$ cat src/wdfc_pkg.sv
// Constants and carrier types for the watchdog feed and control block.
// Assumes a single 25 MHz clock domain; the core writes registers by address strobe.
//
// Overview of operation
// - A completed feed copies staged control to shadow and reload to the down counter.
// - In watchdog mode staged control and reload writes have no effect until a feed completes.
// - Feed is A5 to first feed register then 5A to second, only that order.
// - Reads allowed between feed writes; any other register write breaks the feed.
// - In watchdog mode a broken feed asserts watchdog reset immediately.
// - In watchdog mode a control write not followed by a feed causes reset.
// - In timer mode staged control copies into the shadow every cycle.
// - In timer mode the reload value reaches the counter through a feed or an underflow.
// - Run control bit 2 starts counting when 1, stops when 0.
// - With both enables set, run control is forced to 1.
// - Time-out flag bit 1 sets on down counter underflow.
// - Feed in watchdog mode clears time-out flag except in an underflow cycle; writing 0 clears it unless both enables are set and a feed has locked writes.
// - Clock select 1 picks watchdog oscillator, 0 peripheral clock; forced 1 with both enables.
// - Time-out is 2^(5+tap) times (reload+1) plus one watchdog clocks.
// - Underflow with reset on underflow enabled asserts watchdog reset.
// - In timer mode underflow reloads the counter and may raise an interrupt.
package wdfc_pkg;

	localparam logic [7:0] WDFC_ADDR_CONTROL = 8'hA7;
	localparam logic [7:0] WDFC_ADDR_RELOAD = 8'hC1;
	localparam logic [7:0] WDFC_ADDR_FEED1 = 8'hC2;
	localparam logic [7:0] WDFC_ADDR_FEED2 = 8'hC3;

	localparam logic [7:0] WDFC_FEED1_VAL = 8'hA5;
	localparam logic [7:0] WDFC_FEED2_VAL = 8'h5A;

	localparam int WDFC_TAP_LSB = 5;
	localparam int WDFC_RUN_BIT = 2;
	localparam int WDFC_TOF_BIT = 1;
	localparam int WDFC_CLK_BIT = 0;
	localparam logic [7:0] WDFC_CTRL_WMASK = 8'hE7;

	localparam logic [7:0] WDFC_CONTROL_RESET = 8'hE5;
	localparam logic [7:0] WDFC_RELOAD_RESET = 8'hFF;
	localparam int WDFC_PRESCALE_BASE = 5;
	localparam int WDFC_PRESCALE_WIDTH = 13;

	typedef enum logic [1:0] {
		WDFC_FEED_IDLE = 2'b00,
		WDFC_FEED_ARMED = 2'b01,
		WDFC_FEED_NEED = 2'b11
	} wdfc_feed_t;

	typedef struct packed {
		logic wr;
		logic rd;
		logic [7:0] addr;
		logic [7:0] wdata;
	} wdfc_bus_t;

	typedef struct packed {
		logic [7:0] staged_ctrl;
		logic [7:0] shadow_ctrl;
		logic [7:0] reload;
		logic [7:0] count;
		logic [WDFC_PRESCALE_WIDTH-1:0] prescale;
		logic [1:0] osc_sync;
		logic osc_prev;
		logic tick_pending;
		wdfc_feed_t feed;
		logic ctrl_written;
		logic locked;
		logic wd_reset;
		logic irq;
		logic [7:0] rdata;
	} wdfc_state_t;

endpackage : wdfc_pkg

$ cat src/wdfc_watchdog.sv
// Watchdog feed recogniser, staged/shadow control, prescaler and down counter.
// Assumes the core issues one-cycle write strobes; osc is an asynchronous oscillator pin.
`timescale 1ns/1ps
module wdfc_watchdog
(
	input wire logic clk,
	input wire logic rst,
	input wire wdfc_pkg::wdfc_bus_t bus,
	input wire logic osc,
	input wire logic reset_on_underflow_enable,
	input wire logic safety_enable,
	input wire logic watchdog_irq_enable,
	output logic [7:0] rdata,
	output logic wd_reset,
	output logic irq,
	output logic [7:0] active_ctrl
);

	wdfc_pkg::wdfc_state_t s_r;
	wdfc_pkg::wdfc_state_t s_nxt;

	logic force_safe;
	logic wd_mode;
	logic feed_ok;
	logic feed_bad;
	logic wr_ctrl;
	logic wr_reload;
	logic wr_f1;
	logic wr_f2;
	logic wclk_en;
	logic tap_hit;
	logic [2:0] tap;
	logic [3:0] tap_pos;
	logic [wdfc_pkg::WDFC_PRESCALE_WIDTH-1:0] tap_mask;
	logic underflow;
	logic [7:0] ctrl_w;

	assign force_safe = reset_on_underflow_enable & safety_enable;
	assign wd_mode = reset_on_underflow_enable;
	assign wr_ctrl = bus.wr && bus.addr == wdfc_pkg::WDFC_ADDR_CONTROL;
	assign wr_reload = bus.wr && bus.addr == wdfc_pkg::WDFC_ADDR_RELOAD;
	assign wr_f1 = bus.wr && bus.addr == wdfc_pkg::WDFC_ADDR_FEED1;
	assign wr_f2 = bus.wr && bus.addr == wdfc_pkg::WDFC_ADDR_FEED2;

	always_comb
	begin
		s_nxt = s_r;
		feed_ok = 1'b0;
		feed_bad = 1'b0;
		ctrl_w = (bus.wdata & wdfc_pkg::WDFC_CTRL_WMASK);

		// Oscillator pin synchroniser and edge detect
		s_nxt.osc_sync = {s_r.osc_sync[0], osc};
		s_nxt.osc_prev = s_r.osc_sync[1];
		// Watchdog clock enable: oscillator edge or every peripheral cycle
		if (s_r.shadow_ctrl[wdfc_pkg::WDFC_CLK_BIT])
			wclk_en = s_r.osc_sync[1] & ~s_r.osc_prev;
		else
			wclk_en = 1'b1;

		// Feed recogniser
		case (s_r.feed)
			wdfc_pkg::WDFC_FEED_IDLE:
			begin
				if (wr_f1 && bus.wdata == wdfc_pkg::WDFC_FEED1_VAL)
					s_nxt.feed = wdfc_pkg::WDFC_FEED_ARMED;
				else if (wr_f1 || wr_f2)
					feed_bad = 1'b1;
			end
			wdfc_pkg::WDFC_FEED_ARMED:
			begin
				if (wr_f2 && bus.wdata == wdfc_pkg::WDFC_FEED2_VAL)
				begin
					feed_ok = 1'b1;
					s_nxt.feed = wdfc_pkg::WDFC_FEED_IDLE;
				end
				else if (bus.wr)
				begin
					feed_bad = 1'b1;
					s_nxt.feed = wdfc_pkg::WDFC_FEED_IDLE;
				end
			end
			default:
				s_nxt.feed = wdfc_pkg::WDFC_FEED_IDLE;
		endcase

		// Control write must be followed at once by a feed in watchdog mode
		if (s_r.ctrl_written && bus.wr && !wr_f1)
			feed_bad = 1'b1;
		if (wr_ctrl)
			s_nxt.ctrl_written = wd_mode;
		else if (bus.wr || feed_bad)
			s_nxt.ctrl_written = 1'b0;

		// Staged registers; in watchdog mode writes touch only these until a feed
		if (wr_ctrl && !(force_safe && s_r.locked))
		begin
			s_nxt.staged_ctrl = ctrl_w;
			if (force_safe)
			begin
				s_nxt.staged_ctrl[wdfc_pkg::WDFC_RUN_BIT] = 1'b1;
				s_nxt.staged_ctrl[wdfc_pkg::WDFC_CLK_BIT] = 1'b1;
			end
			// Flag may only be cleared by software
			s_nxt.staged_ctrl[wdfc_pkg::WDFC_TOF_BIT] =
				s_r.shadow_ctrl[wdfc_pkg::WDFC_TOF_BIT] & ctrl_w[wdfc_pkg::WDFC_TOF_BIT];
		end
		if (wr_reload && !(force_safe && s_r.locked))
			s_nxt.reload = bus.wdata;

		// Prescaler and down counter
		tap = s_r.shadow_ctrl[wdfc_pkg::WDFC_TAP_LSB +: 3];
		// Low prescaler bits that must all be set for one counter tick
		tap_pos = 4'(wdfc_pkg::WDFC_PRESCALE_BASE) + 4'(tap);
		tap_mask = ~({wdfc_pkg::WDFC_PRESCALE_WIDTH{1'b1}} << tap_pos);
		tap_hit = 1'b0;
		underflow = 1'b0;
		if (s_r.shadow_ctrl[wdfc_pkg::WDFC_RUN_BIT] && wclk_en)
		begin
			if (s_r.tick_pending)
			begin
				// Final extra clock after the count reaches the end
				s_nxt.tick_pending = 1'b0;
				underflow = 1'b1;
			end
			else
			begin
				s_nxt.prescale = s_r.prescale + 1'b1;
				tap_hit = (s_r.prescale & tap_mask) == tap_mask;
			end
		end
		if (tap_hit)
		begin
			s_nxt.prescale = '0;
			if (s_r.count == 8'h00)
				s_nxt.tick_pending = 1'b1;
			else
				s_nxt.count = s_r.count - 8'h01;
		end

		// Shadow control update
		if (!wd_mode)
			s_nxt.shadow_ctrl = s_nxt.staged_ctrl;
		s_nxt.irq = 1'b0;
		s_nxt.wd_reset = 1'b0;
		if (underflow)
		begin
			s_nxt.shadow_ctrl[wdfc_pkg::WDFC_TOF_BIT] = 1'b1;
			s_nxt.staged_ctrl[wdfc_pkg::WDFC_TOF_BIT] = 1'b1;
			s_nxt.prescale = '0;
			if (wd_mode)
				s_nxt.wd_reset = 1'b1;
			else
			begin
				s_nxt.count = s_r.reload;
				s_nxt.irq = watchdog_irq_enable;
			end
		end
		if (feed_ok)
		begin
			s_nxt.count = s_nxt.reload;
			s_nxt.prescale = '0;
			s_nxt.tick_pending = 1'b0;
			s_nxt.shadow_ctrl = s_nxt.staged_ctrl;
			s_nxt.locked = 1'b1;
			if (wd_mode && !underflow)
			begin
				s_nxt.shadow_ctrl[wdfc_pkg::WDFC_TOF_BIT] = 1'b0;
				s_nxt.staged_ctrl[wdfc_pkg::WDFC_TOF_BIT] = 1'b0;
			end
		end
		if (force_safe)
		begin
			s_nxt.shadow_ctrl[wdfc_pkg::WDFC_RUN_BIT] = 1'b1;
			s_nxt.shadow_ctrl[wdfc_pkg::WDFC_CLK_BIT] = 1'b1;
		end
		if (feed_bad && wd_mode)
			s_nxt.wd_reset = 1'b1;

		// Read data for the core
		case (bus.addr)
			wdfc_pkg::WDFC_ADDR_CONTROL: s_nxt.rdata = s_nxt.staged_ctrl;
			wdfc_pkg::WDFC_ADDR_RELOAD: s_nxt.rdata = s_nxt.reload;
			default: s_nxt.rdata = 8'h00;
		endcase
	end

	always_ff @(posedge clk or posedge rst)
	begin
		if (rst)
		begin
			s_r <= '0;
			s_r.staged_ctrl <= wdfc_pkg::WDFC_CONTROL_RESET;
			s_r.shadow_ctrl <= wdfc_pkg::WDFC_CONTROL_RESET;
			s_r.reload <= wdfc_pkg::WDFC_RELOAD_RESET;
			s_r.count <= wdfc_pkg::WDFC_RELOAD_RESET;
			s_r.feed <= wdfc_pkg::WDFC_FEED_IDLE;
		end
		else
			s_r <= s_nxt;
	end

	assign rdata = s_r.rdata;
	assign wd_reset = s_r.wd_reset;
	assign irq = s_r.irq;
	assign active_ctrl = s_r.shadow_ctrl;

endmodule : wdfc_watchdog

$ cat config.mk
export PLATFORM = sky130hd
export DESIGN_NAME = wdfc_watchdog
export DESIGN_NICKNAME = d
export VERILOG_FILES = /design/src/wdfc_pkg.sv /design/src/wdfc_watchdog.sv
export SDC_FILE = /design/constraint.sdc
export NUM_CORES = 1
export LEC_CHECK = 0
export ABC_AREA = 1
export ABC_CLOCK_PERIOD_IN_PS = 1900
export BUFFER_PORTS_ARGS = -buffer_cell sky130_fd_sc_hd__buf_2
export CELL_PAD_IN_SITES_DETAIL_PLACEMENT = 0
export CELL_PAD_IN_SITES_GLOBAL_PLACEMENT = 2
export CORE_MARGIN = 2
export CORE_UTILIZATION = 31
export DETAILED_ROUTE_END_ITERATION = 16
export GPL_TIMING_DRIVEN = 0
export PLACE_DENSITY_LB_ADDON = 0.1
export RECOVER_POWER = 25
export SLEW_MARGIN = 40
export SYNTH_ARGS = -nofsm -noshare
export SYNTH_HDL_FRONTEND = slang
export SYNTH_SLANG_ARGS = --single-unit
$ cat constraint.sdc
create_clock -name clk -period 1.9 [get_ports clk]
set_input_delay 0.285 -clock clk [delete_from_list [all_inputs] [get_ports clk]]
set_output_delay 0.285 -clock clk [all_outputs]
set_load 0.02 [all_outputs]
==> flow_metrics.env <==
export IMPL_first_global_vias=3031
export IMPL_required_ns=2.18
export IMPL_placed_area_mm2=0.00401
export IMPL_syn_nets=492
export IMPL_drt_iter0_drc=102
export IMPL_r2r_start="active_ctrl[6]$_DFFE_PP1P_"
export IMPL_grt_max_degree=33
export IMPL_ys_top_cells_by_area="dfrtp_1 25%, dfstp_2 19%, nand2_1 13%"
export IMPL_tightest_slew_ns=0.434
export IMPL_synth_edf_count=0
export IMPL_gp_congestion=0.764
export IMPL_diodes=0
export IMPL_synth_most_common_cell="nand2_1"
export IMPL_numCtsBuffers=9
export IMPL_die_area_mm2=0.0125
export IMPL_port_buffer_count=40
export IMPL_syn_inst=462
export IMPL_crit_type="flip-flop to flip-flop"
export IMPL_p_leak_nw=2.22
export IMPL_die_w_um=112
export IMPL_maxCapViolations=0
export IMPL_synth_area_mm2=0.00361
export IMPL_ant_nets=0
export IMPL_ys_flop_type="dfrtp_1"
export IMPL_synthArstFlopShare_pct=100
export IMPL_coreArea_mm2=0.0114
export IMPL_p_total_mw=3.93
export IMPL_yosysSeqAreaShare_pct=43.9
export IMPL_firstDrtPassIters=4
export IMPL_final_nets=551
export IMPL_setup_violations=0
export IMPL_layout_drive_gt1_share_pct=31.4
export IMPL_hpwl_um=7030
export IMPL_yosysWarningCount=0
export IMPL_hold_viol=0
export IMPL_finish_instance_area_mm2=0.00451
export IMPL_initial_core_util_pct=31.8
export IMPL_cts_root_buf="clkbuf_16"
export IMPL_register_area_mm2=0.00158
export IMPL_arrival_ns=2.12
export IMPL_dieHeight_um=112
export IMPL_grt_total_usage_pct=15.7
export IMPL_multi_input_area_mm2=0.00172
export IMPL_slew_violations=0
export IMPL_skew_ns=0.00744
export IMPL_relSlewSlack_pct=70.8
export IMPL_critPathLaunch="active_ctrl[6]$_DFFE_PP1P_"
export IMPL_status="completed"
export IMPL_clock_latency_ns=0.34
export IMPL_min_from="osc"
export IMPL_p_per_area_mw_per_mm2=872
export IMPL_grt_overflow_total=0
export IMPL_path_max_fanout=5
export IMPL_critPathLaunchType="flip-flop"
export IMPL_ir_drop_mv=0.488
export IMPL_viasPerCell=4.50
export IMPL_row_count=39
export IMPL_post_synth_cell_area_avg_um2=7.82
export IMPL_cts_reportedPaths_clkPinSlew_ns=0.06
export IMPL_cts_tree="done"
export IMPL_final_core_util_pct=39.6
export IMPL_ctsHtreeMaxLevel=3
export IMPL_fmax_mhz=544
export IMPL_synth_cell_type_count=36
export IMPL_drcViolationCount=0
export IMPL_synth_top_cells_by_count="129 x nand2_1, 57 x inv_1, 45 x nand3_1, 45 x nor2_1, 36 x dfrtp_1"
export IMPL_period_share_pct=96.7
export IMPL_post_route_min_period_ns=1.84
export IMPL_dr_total_vias=3011
export IMPL_syn_to_final_growth_pct=24.8
export IMPL_wirelength_um=9340
export IMPL_ios=42
export IMPL_pre_cts_slack_ns=-0.0228
export IMPL_clk_path_buf_depth=2
export IMPL_worstHoldPathType="primary input to flip-flop"
export IMPL_drt_wirelength_per_cell_um=14.0
export IMPL_cp_end_kind="flip-flop"
export IMPL_cts_sinks=62
export IMPL_synth_top_area_share_pct=24.9
export IMPL_setup_ws_ns=0.0629
export IMPL_synth_seq_cells=62
export IMPL_yosysTopAreaCell="dfrtp_1"
export IMPL_fillers=1199
export IMPL_grt_first_pass_wirelength_um=15300
export IMPL_antenna_found_initial=0
[area by class of cell]
cell class              instances  share of cell area, %
plain buffers                  22                   3.97
clock buffers                  10                   5.08
clock inverters                 6                   1.58
inverters                      61                   5.19
multi-input cells             318                   38.2
flip-flops and latches         62                   35.1
well taps                     143                   3.97
repair buffers                 47                   6.86
[flip-flops by register name (all words and copies together) (netlist names)]
register,cells
s_nxt,2
active_ctrl,8
irq,1
wd_reset,1
rdata,8
s_r,42
[routing by layer]
layer / GRT usage, % / vias up / share of wire [%]
li1: - / 1582 / -
met1: 21.1 / 1381 / 49
met2: 24.4 / 35 / 46
met3: 3.05 / 13 / 2.5
met4: 7.16 / 0 / 1.9
met5: 0 / - / 0
[cells in the final DEF, fill, tap and decap left out, drive strengths merged]
cell,n
clkinv,2
a22o,3
nor4,2
nand3,46
clkinvlp,2
o21ai,30
nor2,49
a21oi,11
dfrtp,36
o21a,3
xnor2,1
mux2,3
buf,66
a31oi,1
nand2,138
inv,62
nor3,9
clkbuf,12
nand4,7
bufinv,1
dfstp,26
dlygate4sd3,1
xor2,6
ha,6
or2,3
[power by group]
group	switching, mW	total [mW]	internal [mW]
clock network	0.646	1.67	1.02
logic	0.398	0.656	0.258
registers	0.120	1.60	1.48
total	1.16	3.93	2.76
[path summary, 6_finish.rpt]
path / slack [ns] / cells after the start / to
max reg2reg: 0.06 / 11 / s_r[32]$_DFF_PP1_
max: 0.06 / 11 / s_r[32]$_DFF_PP1_
min: 0.05 / 1 / s_nxt[17]$_DFF_PP0_
max in group asynchronous: 0.83 / 4 / s_r[32]$_DFF_PP1_
min in group asynchronous: 0.49 / 3 / s_r[59]$_DFF_PP0_
min reg2reg: 0.35 / 0 / s_nxt[15]$_DFF_PP0_
[metrics by stage]
| stage | TNS [ns] | hold slack, ns | cells |
|---|---|---|---|
| 2_1_floorplan | 0 | 0.316 | 462 |
| 3_3_place_gp | -39.56 | 0.338 | 645 |
| 3_5_place_dp | -0.111 | 0.320 | 646 |
| 4_1_cts | 0 | 0.0414 | 665 |
| 5_1_grt | -0.108 | 0.0538 | 669 |
| 6_report | 0 | 0.0500 | 669 |
[critical path, stage by stage (launching register included)]
cell and delay, ns:
dfstp_2 0.62, ha_4 0.23, nand2_2 0.07, nand2_2 0.06
nand2_2 0.06, nand2_2 0.06, nor2_4 0.16, nand2_4 0.10
clkbuf_16 0.17, nand2_1 0.05, nand3_1 0.08, a21oi_2 0.12
[cell families (layout without fill, tap and decap cells)]
family	count (synthesis)	in the layout	synth area share [%]
xor+xnor	7	7	1.70
compound gates	48	48	8.35
simple gates	253	254	31.7
buf+inv	83	146	11.2
mux	3	3	1.14
fa+ha+maj	6	6	2.08
flops	62	62	43.9
[repair_timing]
action                     4_1_cts  5_1_grt
pin swaps                        2       11
gates cloned                     0        2
hold endpoints to repair        16        0
setup endpoints to repair       12       21
gates resized for setup          1       25
setup buffers                    2        2
hold buffers                     1        0
(Power assumes the default switching activity.)
